==> src/rtl/dcb_defs.svh <==
// configuration-variable numbers, bit positions, reset values and timing for the cv bank
`ifndef DCB_DEFS_SVH
`define DCB_DEFS_SVH

// ==================================================================
// variable numbers as written by the command station
`define DCB_CV_COMMAND        10'h008
`define DCB_CV_LONG_HIGH      10'h011
`define DCB_CV_LONG_LOW       10'h012
`define DCB_CV_PRIMARY        10'h01D
`define DCB_CV_SECONDARY      10'h031
`define DCB_CV_ACK_STRENGTH   10'h039
`define DCB_CV_NEUTRAL_SEL    10'h0AC
`define DCB_CV_MUTE_SEL       10'h0AF
`define DCB_CV_IDLE_FADE      10'h0CE
`define DCB_CV_ACCEL_SEL      10'h0D6

// ==================================================================
// command variable values
`define DCB_CMD_RESTORE       8'h00
`define DCB_CMD_RELOAD        8'h08
`define DCB_CMD_SAVE          8'h10

// ==================================================================
// primary configuration bits
`define DCB_PRI_REVERSE       0
`define DCB_PRI_ANALOG        2
`define DCB_PRI_TELEMETRY     3
`define DCB_PRI_TABLE28       4
`define DCB_PRI_LONG_ADDR     5

// ==================================================================
// secondary configuration bits
`define DCB_SEC_LOAD_CTRL     0
`define DCB_SEC_CONST_BRAKE   1
`define DCB_SEC_PROLONG       2
`define DCB_SEC_FUNC_SAVE     3
`define DCB_SEC_CONSIST_BTN   4
`define DCB_SEC_EXT_TRIGGER   5
`define DCB_SEC_ENERGY_PACK   6
`define DCB_SEC_SUSI          7

// ==================================================================
// reset (factory) values and the long-address high-byte base
`define DCB_RST_PRIMARY       8'h08
`define DCB_RST_SECONDARY     8'h07
`define DCB_RST_NEUTRAL_SEL   8'h14
`define DCB_RST_MUTE_SEL      8'h1C
`define DCB_RST_IDLE_FADE     8'hFF
`define DCB_RST_ACCEL_SEL     8'h00
`define DCB_RST_ACK_STRENGTH  8'h80
`define DCB_RST_LONG_HIGH     8'hC0
`define DCB_RST_LONG_LOW      8'h00
`define DCB_LONG_HIGH_BASE    8'hC0

// ==================================================================
// default button numbers and timing
`define DCB_BTN_MAIN_SOUND    1
`define DCB_BTN_SHUNT         6
`define DCB_BTN_AUX_FIRST     21
`define DCB_BTN_SAVE_FIRST    13
`define DCB_BTN_MAX           29
`define DCB_CLK_PERIOD_NS     10
`define DCB_RAMP_STEP_NS      100000

`endif

==> src/rtl/dcb_pkg.sv <==
// types shared by the cv bank modules
package dcb_pkg;

   // ==================================================================
   // stored variable set, also used as the saved image
   typedef struct packed {
      logic [7:0] primary;
      logic [7:0] secondary;
      logic [7:0] neutral_sel;
      logic [7:0] mute_sel;
      logic [7:0] idle_fade;
      logic [7:0] accel_sel;
      logic [7:0] ack_strength;
      logic [7:0] long_high;
      logic [7:0] long_low;
   } dcb_cv_type;

   typedef enum logic [0:0] {NG_OFF, NG_RUN} dcb_ng_type;

   typedef enum logic [1:0] {PEND_NONE, PEND_RESTORE, PEND_RELOAD} dcb_pend_type;

   typedef struct packed {
      dcb_cv_type   cv;
      dcb_cv_type   shadow;
      dcb_pend_type pend;
      logic [15:0]  saved_func;
      dcb_ng_type   ng;
      logic [15:0]  tick_cnt;
      logic         trig_q;
      logic         puff;
      logic         inhibit;
      logic [7:0]   motor_cmd;
      logic [7:0]   engine_level;
      logic [7:0]   rdata;
      logic         rvalid;
   } dcb_state_type;

endpackage

==> src/rtl/dcb_button_pick.sv <==
// picks one function button state by its stored button number
`timescale 1ns/1ps
`default_nettype none
`include "dcb_defs.svh"

module dcb_button_pick (
   input  wire logic [31:0] buttons,
   input  wire logic [7:0]  sel,
   output logic             pressed
);
   // field is six bits wide; numbers outside 1..29 select nothing
   always_comb begin
      if ((sel[5:0] != 6'h00) && (sel[5:0] <= 6'(`DCB_BTN_MAX))) begin
         pressed = buttons[sel[4:0]];
      end else begin
         pressed = 1'b0;
      end
   end
endmodule
`default_nettype wire

==> src/rtl/dcb_cv_bank.sv <==
// configuration-variable bank and feature control of the sound decoder
`timescale 1ns/1ps
`default_nettype none
`include "dcb_defs.svh"

module dcb_cv_bank
   import dcb_pkg::*;
#(
   parameter int         RAMP_STEP_CYCLES = `DCB_RAMP_STEP_NS / `DCB_CLK_PERIOD_NS,
   parameter int         RAMP_STEP        = 1,
   parameter int         CONSIST_BUTTON   = 7,
   parameter logic [7:0] MAKER_ID         = 8'h5A // arbitrary value
) (
   input  wire logic        REF_CLK,
   input  wire logic        RST_N,
   input  wire logic        NV_INIT_N,
   input  wire logic        CV_WR_EN,
   input  wire logic        CV_RD_EN,
   input  wire logic [9:0]  CV_NUM,
   input  wire logic [7:0]  CV_WDATA,
   output logic      [7:0]  CV_RDATA,
   output logic             CV_RD_VALID,
   input  wire logic [31:0] FUNC_BUTTONS,
   input  wire logic [7:0]  THROTTLE,
   input  wire logic        ACCELERATING,
   input  wire logic        DECELERATING,
   input  wire logic        STOPPED,
   input  wire logic [3:0]  TRACK_OUTPUT_FLAG,
   input  wire logic        EXT_TRIGGER,
   input  wire logic        PUFF_TIMER_TICK,
   input  wire logic        CONSIST_CONFIGURED,
   output logic      [7:0]  FADE_GAIN,
   output logic      [7:0]  MASTER_GAIN,
   output logic             NEUTRAL_ACTIVE,
   output logic      [7:0]  MOTOR_SPEED_CMD,
   output logic      [7:0]  ENGINE_SOUND_LEVEL,
   output logic             ACCEL_INHIBIT,
   output logic      [7:0]  ACK_STRENGTH,
   output logic             DIR_REVERSE,
   output logic             ANALOG_EN,
   output logic             TELEMETRY_EN,
   output logic             SPEED_TABLE_28,
   output logic             LONG_ADDR_EN,
   output logic      [13:0] LONG_ADDRESS,
   output logic             LOAD_CTRL_EN,
   output logic             CONST_BRAKE_EN,
   output logic             RAMP_PROLONG,
   output logic             FUNC_SAVE_EN,
   output logic      [15:0] FUNC_SAVED,
   output logic             CONSIST_ACTIVE,
   output logic             PUFF_START,
   output logic             ENERGY_PACK_EN,
   output logic             SUSI_EN,
   output logic             MAIN_SOUND_ON,
   output logic             SHUNT_MODE,
   output logic      [6:0]  AUX_OUT
);
   import dcb_pkg::*;

   // ==================================================================
   // factory image
   localparam dcb_cv_type CV_DEFAULT = '{
      primary:      `DCB_RST_PRIMARY,
      secondary:    `DCB_RST_SECONDARY,
      neutral_sel:  `DCB_RST_NEUTRAL_SEL,
      mute_sel:     `DCB_RST_MUTE_SEL,
      idle_fade:    `DCB_RST_IDLE_FADE,
      accel_sel:    `DCB_RST_ACCEL_SEL,
      ack_strength: `DCB_RST_ACK_STRENGTH,
      long_high:    `DCB_RST_LONG_HIGH,
      long_low:     `DCB_RST_LONG_LOW
   };

   localparam logic [15:0] TICK_LAST = 16'(RAMP_STEP_CYCLES - 1);

   dcb_state_type s_q;
   dcb_state_type s_d;
   logic          ramp_tick;
   logic          neutral_btn;
   logic          mute_btn;
   logic [7:0]    fade_target;
   logic [7:0]    mute_target;
   logic [7:0]    read_mux;
   logic [7:0]    high_part;

   // ==================================================================
   // button selection
   dcb_button_pick u_neutral_pick (
      .buttons (FUNC_BUTTONS),
      .sel     (s_q.cv.neutral_sel),
      .pressed (neutral_btn)
   );

   dcb_button_pick u_mute_pick (
      .buttons (FUNC_BUTTONS),
      .sel     (s_q.cv.mute_sel),
      .pressed (mute_btn)
   );

   // ==================================================================
   // gain ramps
   assign ramp_tick   = (s_q.tick_cnt == TICK_LAST);
   assign fade_target = (ACCELERATING || DECELERATING) ? 8'hFF : s_q.cv.idle_fade;
   assign mute_target = mute_btn ? 8'h00 : 8'hFF;

   dcb_gain_ramp #(
      .WIDTH (8),
      .STEP  (RAMP_STEP)
   ) u_fade_ramp (
      .clk     (REF_CLK),
      .rst_n   (RST_N),
      .step_en (ramp_tick),
      .target  (fade_target),
      .gain    (FADE_GAIN)
   );

   dcb_gain_ramp #(
      .WIDTH (8),
      .STEP  (RAMP_STEP)
   ) u_mute_ramp (
      .clk     (REF_CLK),
      .rst_n   (RST_N),
      .step_en (ramp_tick),
      .target  (mute_target),
      .gain    (MASTER_GAIN)
   );

   // ==================================================================
   // read mux; unmapped numbers read zero
   always_comb begin
      unique case (CV_NUM)
         `DCB_CV_COMMAND:      read_mux = MAKER_ID;
         `DCB_CV_LONG_HIGH:    read_mux = s_q.cv.long_high;
         `DCB_CV_LONG_LOW:     read_mux = s_q.cv.long_low;
         `DCB_CV_PRIMARY:      read_mux = s_q.cv.primary;
         `DCB_CV_SECONDARY:    read_mux = s_q.cv.secondary;
         `DCB_CV_ACK_STRENGTH: read_mux = s_q.cv.ack_strength;
         `DCB_CV_NEUTRAL_SEL:  read_mux = s_q.cv.neutral_sel;
         `DCB_CV_MUTE_SEL:     read_mux = s_q.cv.mute_sel;
         `DCB_CV_IDLE_FADE:    read_mux = s_q.cv.idle_fade;
         `DCB_CV_ACCEL_SEL:    read_mux = s_q.cv.accel_sel;
         default:              read_mux = 8'h00;
      endcase
   end

   // ==================================================================
   // next state
   always_comb begin
      s_d        = s_q;
      s_d.rvalid = CV_RD_EN;
      s_d.rdata  = CV_RD_EN ? read_mux : s_q.rdata;
      s_d.tick_cnt = ramp_tick ? 16'h0000 : s_q.tick_cnt + 16'h0001;

      // writes while restarting are lost, so a save cannot slip into the image
      if (CV_WR_EN && RST_N) begin
         unique case (CV_NUM)
            `DCB_CV_COMMAND: begin
               // restore and reload only arm; the image changes at the next restart
               if (CV_WDATA == `DCB_CMD_RESTORE) begin
                  s_d.pend = PEND_RESTORE;
               end else if (CV_WDATA == `DCB_CMD_RELOAD) begin
                  s_d.pend = PEND_RELOAD;
               end else if (CV_WDATA == `DCB_CMD_SAVE) begin
                  s_d.shadow = s_q.cv;
               end
            end
            `DCB_CV_LONG_HIGH:    s_d.cv.long_high    = CV_WDATA;
            `DCB_CV_LONG_LOW:     s_d.cv.long_low     = CV_WDATA;
            `DCB_CV_PRIMARY:      s_d.cv.primary      = CV_WDATA;
            `DCB_CV_SECONDARY:    s_d.cv.secondary    = CV_WDATA;
            `DCB_CV_ACK_STRENGTH: s_d.cv.ack_strength = CV_WDATA;
            `DCB_CV_NEUTRAL_SEL:  s_d.cv.neutral_sel  = CV_WDATA;
            `DCB_CV_MUTE_SEL:     s_d.cv.mute_sel     = CV_WDATA;
            `DCB_CV_IDLE_FADE:    s_d.cv.idle_fade    = CV_WDATA;
            `DCB_CV_ACCEL_SEL:    s_d.cv.accel_sel    = CV_WDATA;
            default: begin
            end
         endcase
      end

      // neutral gear: armed by its button, only from a stopping loco
      unique case (s_q.ng)
         NG_OFF: begin
            if (neutral_btn && (STOPPED || DECELERATING)) begin
               s_d.ng = NG_RUN;
            end
         end
         NG_RUN: begin
            if (!neutral_btn && (THROTTLE == 8'h00)) begin
               s_d.ng = NG_OFF;
            end
         end
      endcase

      if (s_d.ng == NG_RUN) begin
         s_d.motor_cmd    = 8'h00;
         s_d.engine_level = THROTTLE;
      end else begin
         s_d.motor_cmd    = THROTTLE;
         s_d.engine_level = 8'h00;
      end

      s_d.inhibit = |(TRACK_OUTPUT_FLAG & s_q.cv.accel_sel[3:0]);

      s_d.trig_q = EXT_TRIGGER;
      if (s_q.cv.secondary[`DCB_SEC_EXT_TRIGGER]) begin
         s_d.puff = EXT_TRIGGER && !s_q.trig_q;
      end else begin
         s_d.puff = PUFF_TIMER_TICK;
      end

      if (s_q.cv.secondary[`DCB_SEC_FUNC_SAVE]) begin
         s_d.saved_func = FUNC_BUTTONS[`DCB_BTN_SAVE_FIRST +: 16];
      end

      // restart: the armed command decides which image comes back
      if (!RST_N) begin
         // an nv clear in the same cycle forces the factory image, so one edge suffices
         s_d.cv           = ((s_q.pend == PEND_RELOAD) && NV_INIT_N) ? s_q.shadow
                                                                      : CV_DEFAULT;
         s_d.pend         = PEND_NONE;
         s_d.ng           = NG_OFF;
         s_d.tick_cnt     = 16'h0000;
         s_d.trig_q       = 1'b0;
         s_d.puff         = 1'b0;
         s_d.inhibit      = 1'b0;
         s_d.motor_cmd    = 8'h00;
         s_d.engine_level = 8'h00;
         s_d.rdata        = 8'h00;
         s_d.rvalid       = 1'b0;
      end
      // shadow and saved buttons survive RST_N and are cleared only here; pend is also cleared by RST_N
      if (!NV_INIT_N) begin
         s_d.shadow     = CV_DEFAULT;
         s_d.pend       = PEND_NONE;
         s_d.saved_func = 16'h0000;
      end
   end

   always_ff @(posedge REF_CLK) begin
      s_q <= s_d;
   end

   // ==================================================================
   // outputs
   assign high_part = s_q.cv.long_high - `DCB_LONG_HIGH_BASE;

   assign CV_RDATA           = s_q.rdata;
   assign CV_RD_VALID        = s_q.rvalid;
   assign NEUTRAL_ACTIVE     = (s_q.ng == NG_RUN);
   assign MOTOR_SPEED_CMD    = s_q.motor_cmd;
   assign ENGINE_SOUND_LEVEL = s_q.engine_level;
   assign ACCEL_INHIBIT      = s_q.inhibit;
   assign ACK_STRENGTH       = s_q.cv.ack_strength;
   assign DIR_REVERSE        = s_q.cv.primary[`DCB_PRI_REVERSE];
   assign ANALOG_EN          = s_q.cv.primary[`DCB_PRI_ANALOG];
   assign TELEMETRY_EN       = s_q.cv.primary[`DCB_PRI_TELEMETRY];
   assign SPEED_TABLE_28     = s_q.cv.primary[`DCB_PRI_TABLE28];
   assign LONG_ADDR_EN       = s_q.cv.primary[`DCB_PRI_LONG_ADDR];
   // address rebuilt from the high byte offset by its base, as the station splits it
   assign LONG_ADDRESS       = {high_part[5:0], s_q.cv.long_low};
   assign LOAD_CTRL_EN       = s_q.cv.secondary[`DCB_SEC_LOAD_CTRL];
   assign CONST_BRAKE_EN     = s_q.cv.secondary[`DCB_SEC_CONST_BRAKE];
   assign RAMP_PROLONG       = s_q.cv.secondary[`DCB_SEC_PROLONG];
   assign FUNC_SAVE_EN       = s_q.cv.secondary[`DCB_SEC_FUNC_SAVE];
   assign FUNC_SAVED         = s_q.saved_func;
   assign CONSIST_ACTIVE     = s_q.cv.secondary[`DCB_SEC_CONSIST_BTN]
                               ? FUNC_BUTTONS[CONSIST_BUTTON] : CONSIST_CONFIGURED;
   assign PUFF_START         = s_q.puff;
   assign ENERGY_PACK_EN     = s_q.cv.secondary[`DCB_SEC_ENERGY_PACK];
   assign SUSI_EN            = s_q.cv.secondary[`DCB_SEC_SUSI];
   assign MAIN_SOUND_ON      = FUNC_BUTTONS[`DCB_BTN_MAIN_SOUND];
   assign SHUNT_MODE         = FUNC_BUTTONS[`DCB_BTN_SHUNT];
   assign AUX_OUT            = FUNC_BUTTONS[`DCB_BTN_AUX_FIRST +: 7];
endmodule
`default_nettype wire

==> src/rtl/dcb_gain_ramp.sv <==
// gain that walks toward its target in fixed steps on each enable pulse
`timescale 1ns/1ps
`default_nettype none

module dcb_gain_ramp #(
   parameter int WIDTH = 8,
   parameter int STEP  = 1
) (
   input  wire logic             clk,
   input  wire logic             rst_n,
   input  wire logic             step_en,
   input  wire logic [WIDTH-1:0] target,
   output logic      [WIDTH-1:0] gain
);
   typedef struct packed {
      logic [WIDTH-1:0] gain;
   } dcb_ramp_st_type;

   localparam logic [WIDTH:0] STEP_W = (WIDTH+1)'(STEP);

   dcb_ramp_st_type st_q;
   dcb_ramp_st_type st_d;
   logic [WIDTH:0]  up;
   logic [WIDTH:0]  down;

   // wide sums so a step never wraps past the target
   always_comb begin
      st_d = st_q;
      up   = {1'b0, st_q.gain} + STEP_W;
      down = {1'b0, st_q.gain} - STEP_W;
      if (step_en) begin
         if (st_q.gain < target) begin
            st_d.gain = (up[WIDTH] || (up[WIDTH-1:0] > target)) ? target : up[WIDTH-1:0];
         end else if (st_q.gain > target) begin
            st_d.gain = (down[WIDTH] || (down[WIDTH-1:0] < target)) ? target
                                                                   : down[WIDTH-1:0];
         end
      end
      if (!rst_n) begin
         st_d.gain = '1;
      end
   end

   always_ff @(posedge clk) begin
      st_q <= st_d;
   end

   assign gain = st_q.gain;
endmodule
`default_nettype wire

==> config.mk <==
export PLATFORM = sky130hd
export DESIGN_NAME = dcb_cv_bank
export DESIGN_NICKNAME = d
export VERILOG_FILES = /design/src/rtl/dcb_pkg.sv /design/src/rtl/dcb_button_pick.sv /design/src/rtl/dcb_cv_bank.sv /design/src/rtl/dcb_gain_ramp.sv
export VERILOG_INCLUDE_DIRS = /design/src /design/src/rtl
export SDC_FILE = /design/constraint.sdc
export NUM_CORES = 1
export LEC_CHECK = 0
export BUFFER_PORTS_ARGS = -buffer_cell sky130_fd_sc_hd__buf_2
export CORE_UTILIZATION = 50
export CTS_BUF_LIST = sky130_fd_sc_hd__clkbuf_8
export DETAILED_ROUTE_END_ITERATION = 10
export PLACE_DENSITY_LB_ADDON = 0.15
export REMOVE_ABC_BUFFERS = 1
export SYNTH_ARGS = -nofsm -noshare
export SYNTH_HDL_FRONTEND = slang
export SYNTH_HIERARCHICAL = 1
export SYNTH_SLANG_ARGS = --single-unit
export TNS_END_PERCENT = 20
==> constraint.sdc <==
create_clock -name REF_CLK -period 3.7 [get_ports REF_CLK]
set_clock_uncertainty 0.05 [all_clocks]
set_input_delay 0.555 -clock REF_CLK [delete_from_list [all_inputs] [get_ports REF_CLK]]
set_output_delay 0.555 -clock REF_CLK [all_outputs]
set_load 0.02 [all_outputs]
==> flow_summary_export.csv <==
group,metric,value,unit
layout,fill_cells,2188,
worst_setup_path,end_kind,"register",
sta,slew_viol_final,0,
place,portBuffers,172,
synth,async_flop_share,0,%
worst_setup_path,cp_slowest_stage_delay,0.53,ns
layout,largest_reg_flops,136,
drt,drtIter0Drc,818,
worst_setup_path,rr_worst_depth,14,
sta,tightestPinTransition,0.897,ns
sta,fmax,256,MHz
global_routing,antenna_found_initial,5,
global_routing,grt_max_degree,90,
worst_setup_path,critPathSlowestCell,"or4b_1",
floorplan,core_area,24500,um2
layout,top_register,"s_q",
synth,synth_seq_cells,223,
sta,post-route-period-util,106,%
outcome,failed_checks,"setup timing",
worst_setup_path,cp_top_family,"simple AND/OR/NAND/NOR gates",
sta,fin_setup_tns,-1.37,ns
synth,syn-cell-area,12600,um2
worst_setup_path,cp-start-kind,"register",
clock_network,clockBufferDepth,3,
worst_setup_path,crit_chain,"buf_4, mux4_2, a22oi_2, or4_1, nand4_1, inv_4, buf_6, ha_1, or4b_1, o31a_2, a32oi_4, buf_6, mux2i_1, a221oi_1",
layout,syn_to_final_growth,15.3,%
worst_setup_path,r2r_start,"s_q[176]",
clock_network,ctsHoldBuffers,0,
synth,synth_edf_count,72,
drt,dr_total_vias,10900,
worst_setup_path,ff2ff_setup_slack,-0.21,ns
worst_setup_path,path_class,"register to register",
outcome,status,"finished, violations left",
synth,synth_cell_type_count,80,
place,place_congestion,0.899,
clock_network,numCtsBuffers,39,
clock_network,cts_tree,"built",
hold_path,hold_start,"THROTTLE[4]",
drt,ant_nets,0,
global_routing,grt_pass1_wl,56000,um
clock_network,root_buffer,"clkbuf_8",
global_routing,grt_pass1_vias,10300,
pwr,p_per_area,411,nW/um2
worst_setup_path,critPathMostFrequentCell,"buf_6",
place,dpl-instance-area,13600,um2
clock_network,clk_latency,0.56,ns
worst_setup_path,critPathCapture,"u_mute_ramp/gain[2]",
worst_setup_path,cp.depth,14,
global_routing,gr-usage-all-layers,27.4,%
place,placed_cells,1837,
drt,wl_per_cell,18.7,um
sta,rsz0062_at_grt,"yes",
sta,final_hold_viol_count,0,
layout,drive_gt1_share,23.6,%
drt,drc,0,
worst_setup_path,cp-startpoint,"s_q[176]",
global_routing,overflow,0,
floorplan,fp.dieH,161,um
synth,avgSynthCellArea,8.91,um2
job,maxCapViolations,0,
synth,synth_ff_type,"dfxtp_1",
worst_setup_path,cp.arrival,4.31,ns
clock_network,path_clk_slew,0.06,ns
sta,setup_slack,-0.206,ns
worst_setup_path,cp_max_fo,11,
global_routing,busiest_layer,"met2",
pwr,ir_drop,0.279,mV
floorplan,dieArea,25800,um2
sta,hold_ws,0.196,ns
floorplan,start_util,51.4,%
synth,yosys_warnings,6,
floorplan,ios,176,
sta,setup_viol_count_final,8,
layout,seqCellArea,5180,um2
worst_setup_path,cp_num_buf_inv,4,
synth,synthCells,1410,
layout,multiInputGateArea,6420,um2
floorplan,row_count,57,
floorplan,fp.dieW,161,um
drt,wirelength,35800,um
sta,relSlewSlack,40.2,%
layout,fin_area,14500,um2
hold_path,hp-class,"input port to register",
place,hpwlAfterDp,25200,um
global_routing,grt_use_met3,4.67,%
synth,yosysSeqAreaShare,41.3,%
global_routing,grt_use_met2,44.7,%
sta,period_needed,3.91,ns
pwr,power,5.95,mW
worst_setup_path,rr_endpoint,"u_mute_ramp/gain[2]",
drt,viasPerCell,5.69,
global_routing,grt_use_met1,36.5,%
layout,fin_nets,1681,
drt,first_pass_iters,7,
pwr,p_leak,6.25,nW
layout,instances_no_fill,1915,
clock_network,clock_sink_count,223,
clock_network,htree_levels,2,
worst_setup_path,worstPathRequired,4.10,ns
-- cells in the final DEF (no fill, tap or decap), types with 14 or more instances in the layout --
master	count
a21oi_1	34
nor3_1	20
nand3_1	57
inv_1	51
mux2i_1	47
xor2_1	20
edfxtp_1	72
a21boi_1	50
and2_1	14
xnor2_1	19
nand4_1	18
ha_1	48
dfxtp_1	151
nor2b_1	24
buf_4	76
nor2_1	54
a211oi_1	14
o211ai_1	14
buf_2	172
o21ai_0	39
and3_1	16
a221oi_1	18
clkbuf_8	45
nand2_1	327
-- routing by layer --
metal  up-vias  share of wire, %
li1       5186                 -
met1      5252                44
met2       390                47
met3        74               6.8
met4         2               2.8
met5         -             0.028
-- report_power, final --
part / leakage, nW / switching (mW) / internal (mW) / total [mW]
combinational: 3.87 / 0.506 / 0.346 / 0.851
clock: 0.466 / 1.05 / 1.33 / 2.38
sequential: 1.92 / 0.0846 / 2.63 / 2.71
total: 6.25 / 1.64 / 4.31 / 5.95
-- cell usage after synthesis (6+ instances only) --
library cell / instances / area, um2
mux2i_1: 48 / 480
buf_2: 27 / 135
a221oi_1: 18 / 158
nor4_1: 7 / 43.8
and2b_1: 6 / 45.0
dfxtp_1: 151 / 3020
ha_1: 51 / 638
and2_1: 14 / 87.6
nand4_1: 18 / 113
nand3_1: 57 / 285
a32o_1: 6 / 60.1
nor3_1: 20 / 100
o211ai_1: 14 / 105
nand2b_1: 6 / 37.5
xnor2_1: 19 / 166
a22oi_1: 14 / 105
edfxtp_1: 72 / 2160
nor2b_1: 24 / 150
a211oi_1: 15 / 113
nand2_1: 328 / 1230
nor2_1: 55 / 206
and3_1: 16 / 100
a21oi_1: 34 / 170
o21ai_0: 40 / 200
xor2_1: 20 / 175
buf_1: 7 / 26.3
inv_1: 45 / 169
a21boi_1: 50 / 375
clkbuf_1: 36 / 135
buf_4: 71 / 533
mux2_2: 13 / 146
or3_1: 8 / 50.1
-- worst min-delay path by stage --
stage / endpoint / slack, ns / cells past startpoint
floorplan: s_q[28] / 0.38 / 1
global placement: s_q[85] / 0.39 / 2
detailed placement: s_q[65] / 0.39 / 2
CTS: ENGINE_SOUND_LEVEL[4] / 0.18 / 2
global route: s_q[27] / 0.18 / 2
finish: ENGINE_SOUND_LEVEL[4] / 0.20 / 2
-- repair_timing --
item | in CTS | in global routing
setup buffers | 0 | 3
resized for setup | 9 | 14
pin swaps | 3 | 10
setup endpoints to repair | 8 | 8
-- area by class of cell --
type	instances	share of cell area, %
Sequential cell	223	35.8
Timing Repair Buffer	251	10.1
Antenna cell	4	0.0691
Clock inverter	26	1.36
Multi-Input combinational cell	996	44.4
Tap cell	324	2.80
Inverter	46	1.23
Clock buffer	45	4.28
-- kinds of logic after synthesis --
| family | share of synthesized area, % |
|---|---|
| AND/OR/NAND/NOR | 22.1 |
| AO/OA/AOI/OAI | 14.6 |
| flip-flops | 41.3 |
| buffers and inverters | 8.33 |
| multiplexers | 5.94 |
| adder cells (fa/ha/maj) | 5.08 |
| XOR/XNOR | 2.72 |
-- metrics by stage --
| stage | setup WS [ns] | utilization (%) |
|---|---|---|
| after floorplan | -0.387 | - |
| after global placement | -0.304 | 55.4 |
| after detailed placement | -0.367 | 55.4 |
| after CTS | -0.119 | 58.9 |
| after global routing | -0.358 | 59.2 |
| final | -0.206 | 59.2 |
(Power assumes the default switching activity.)
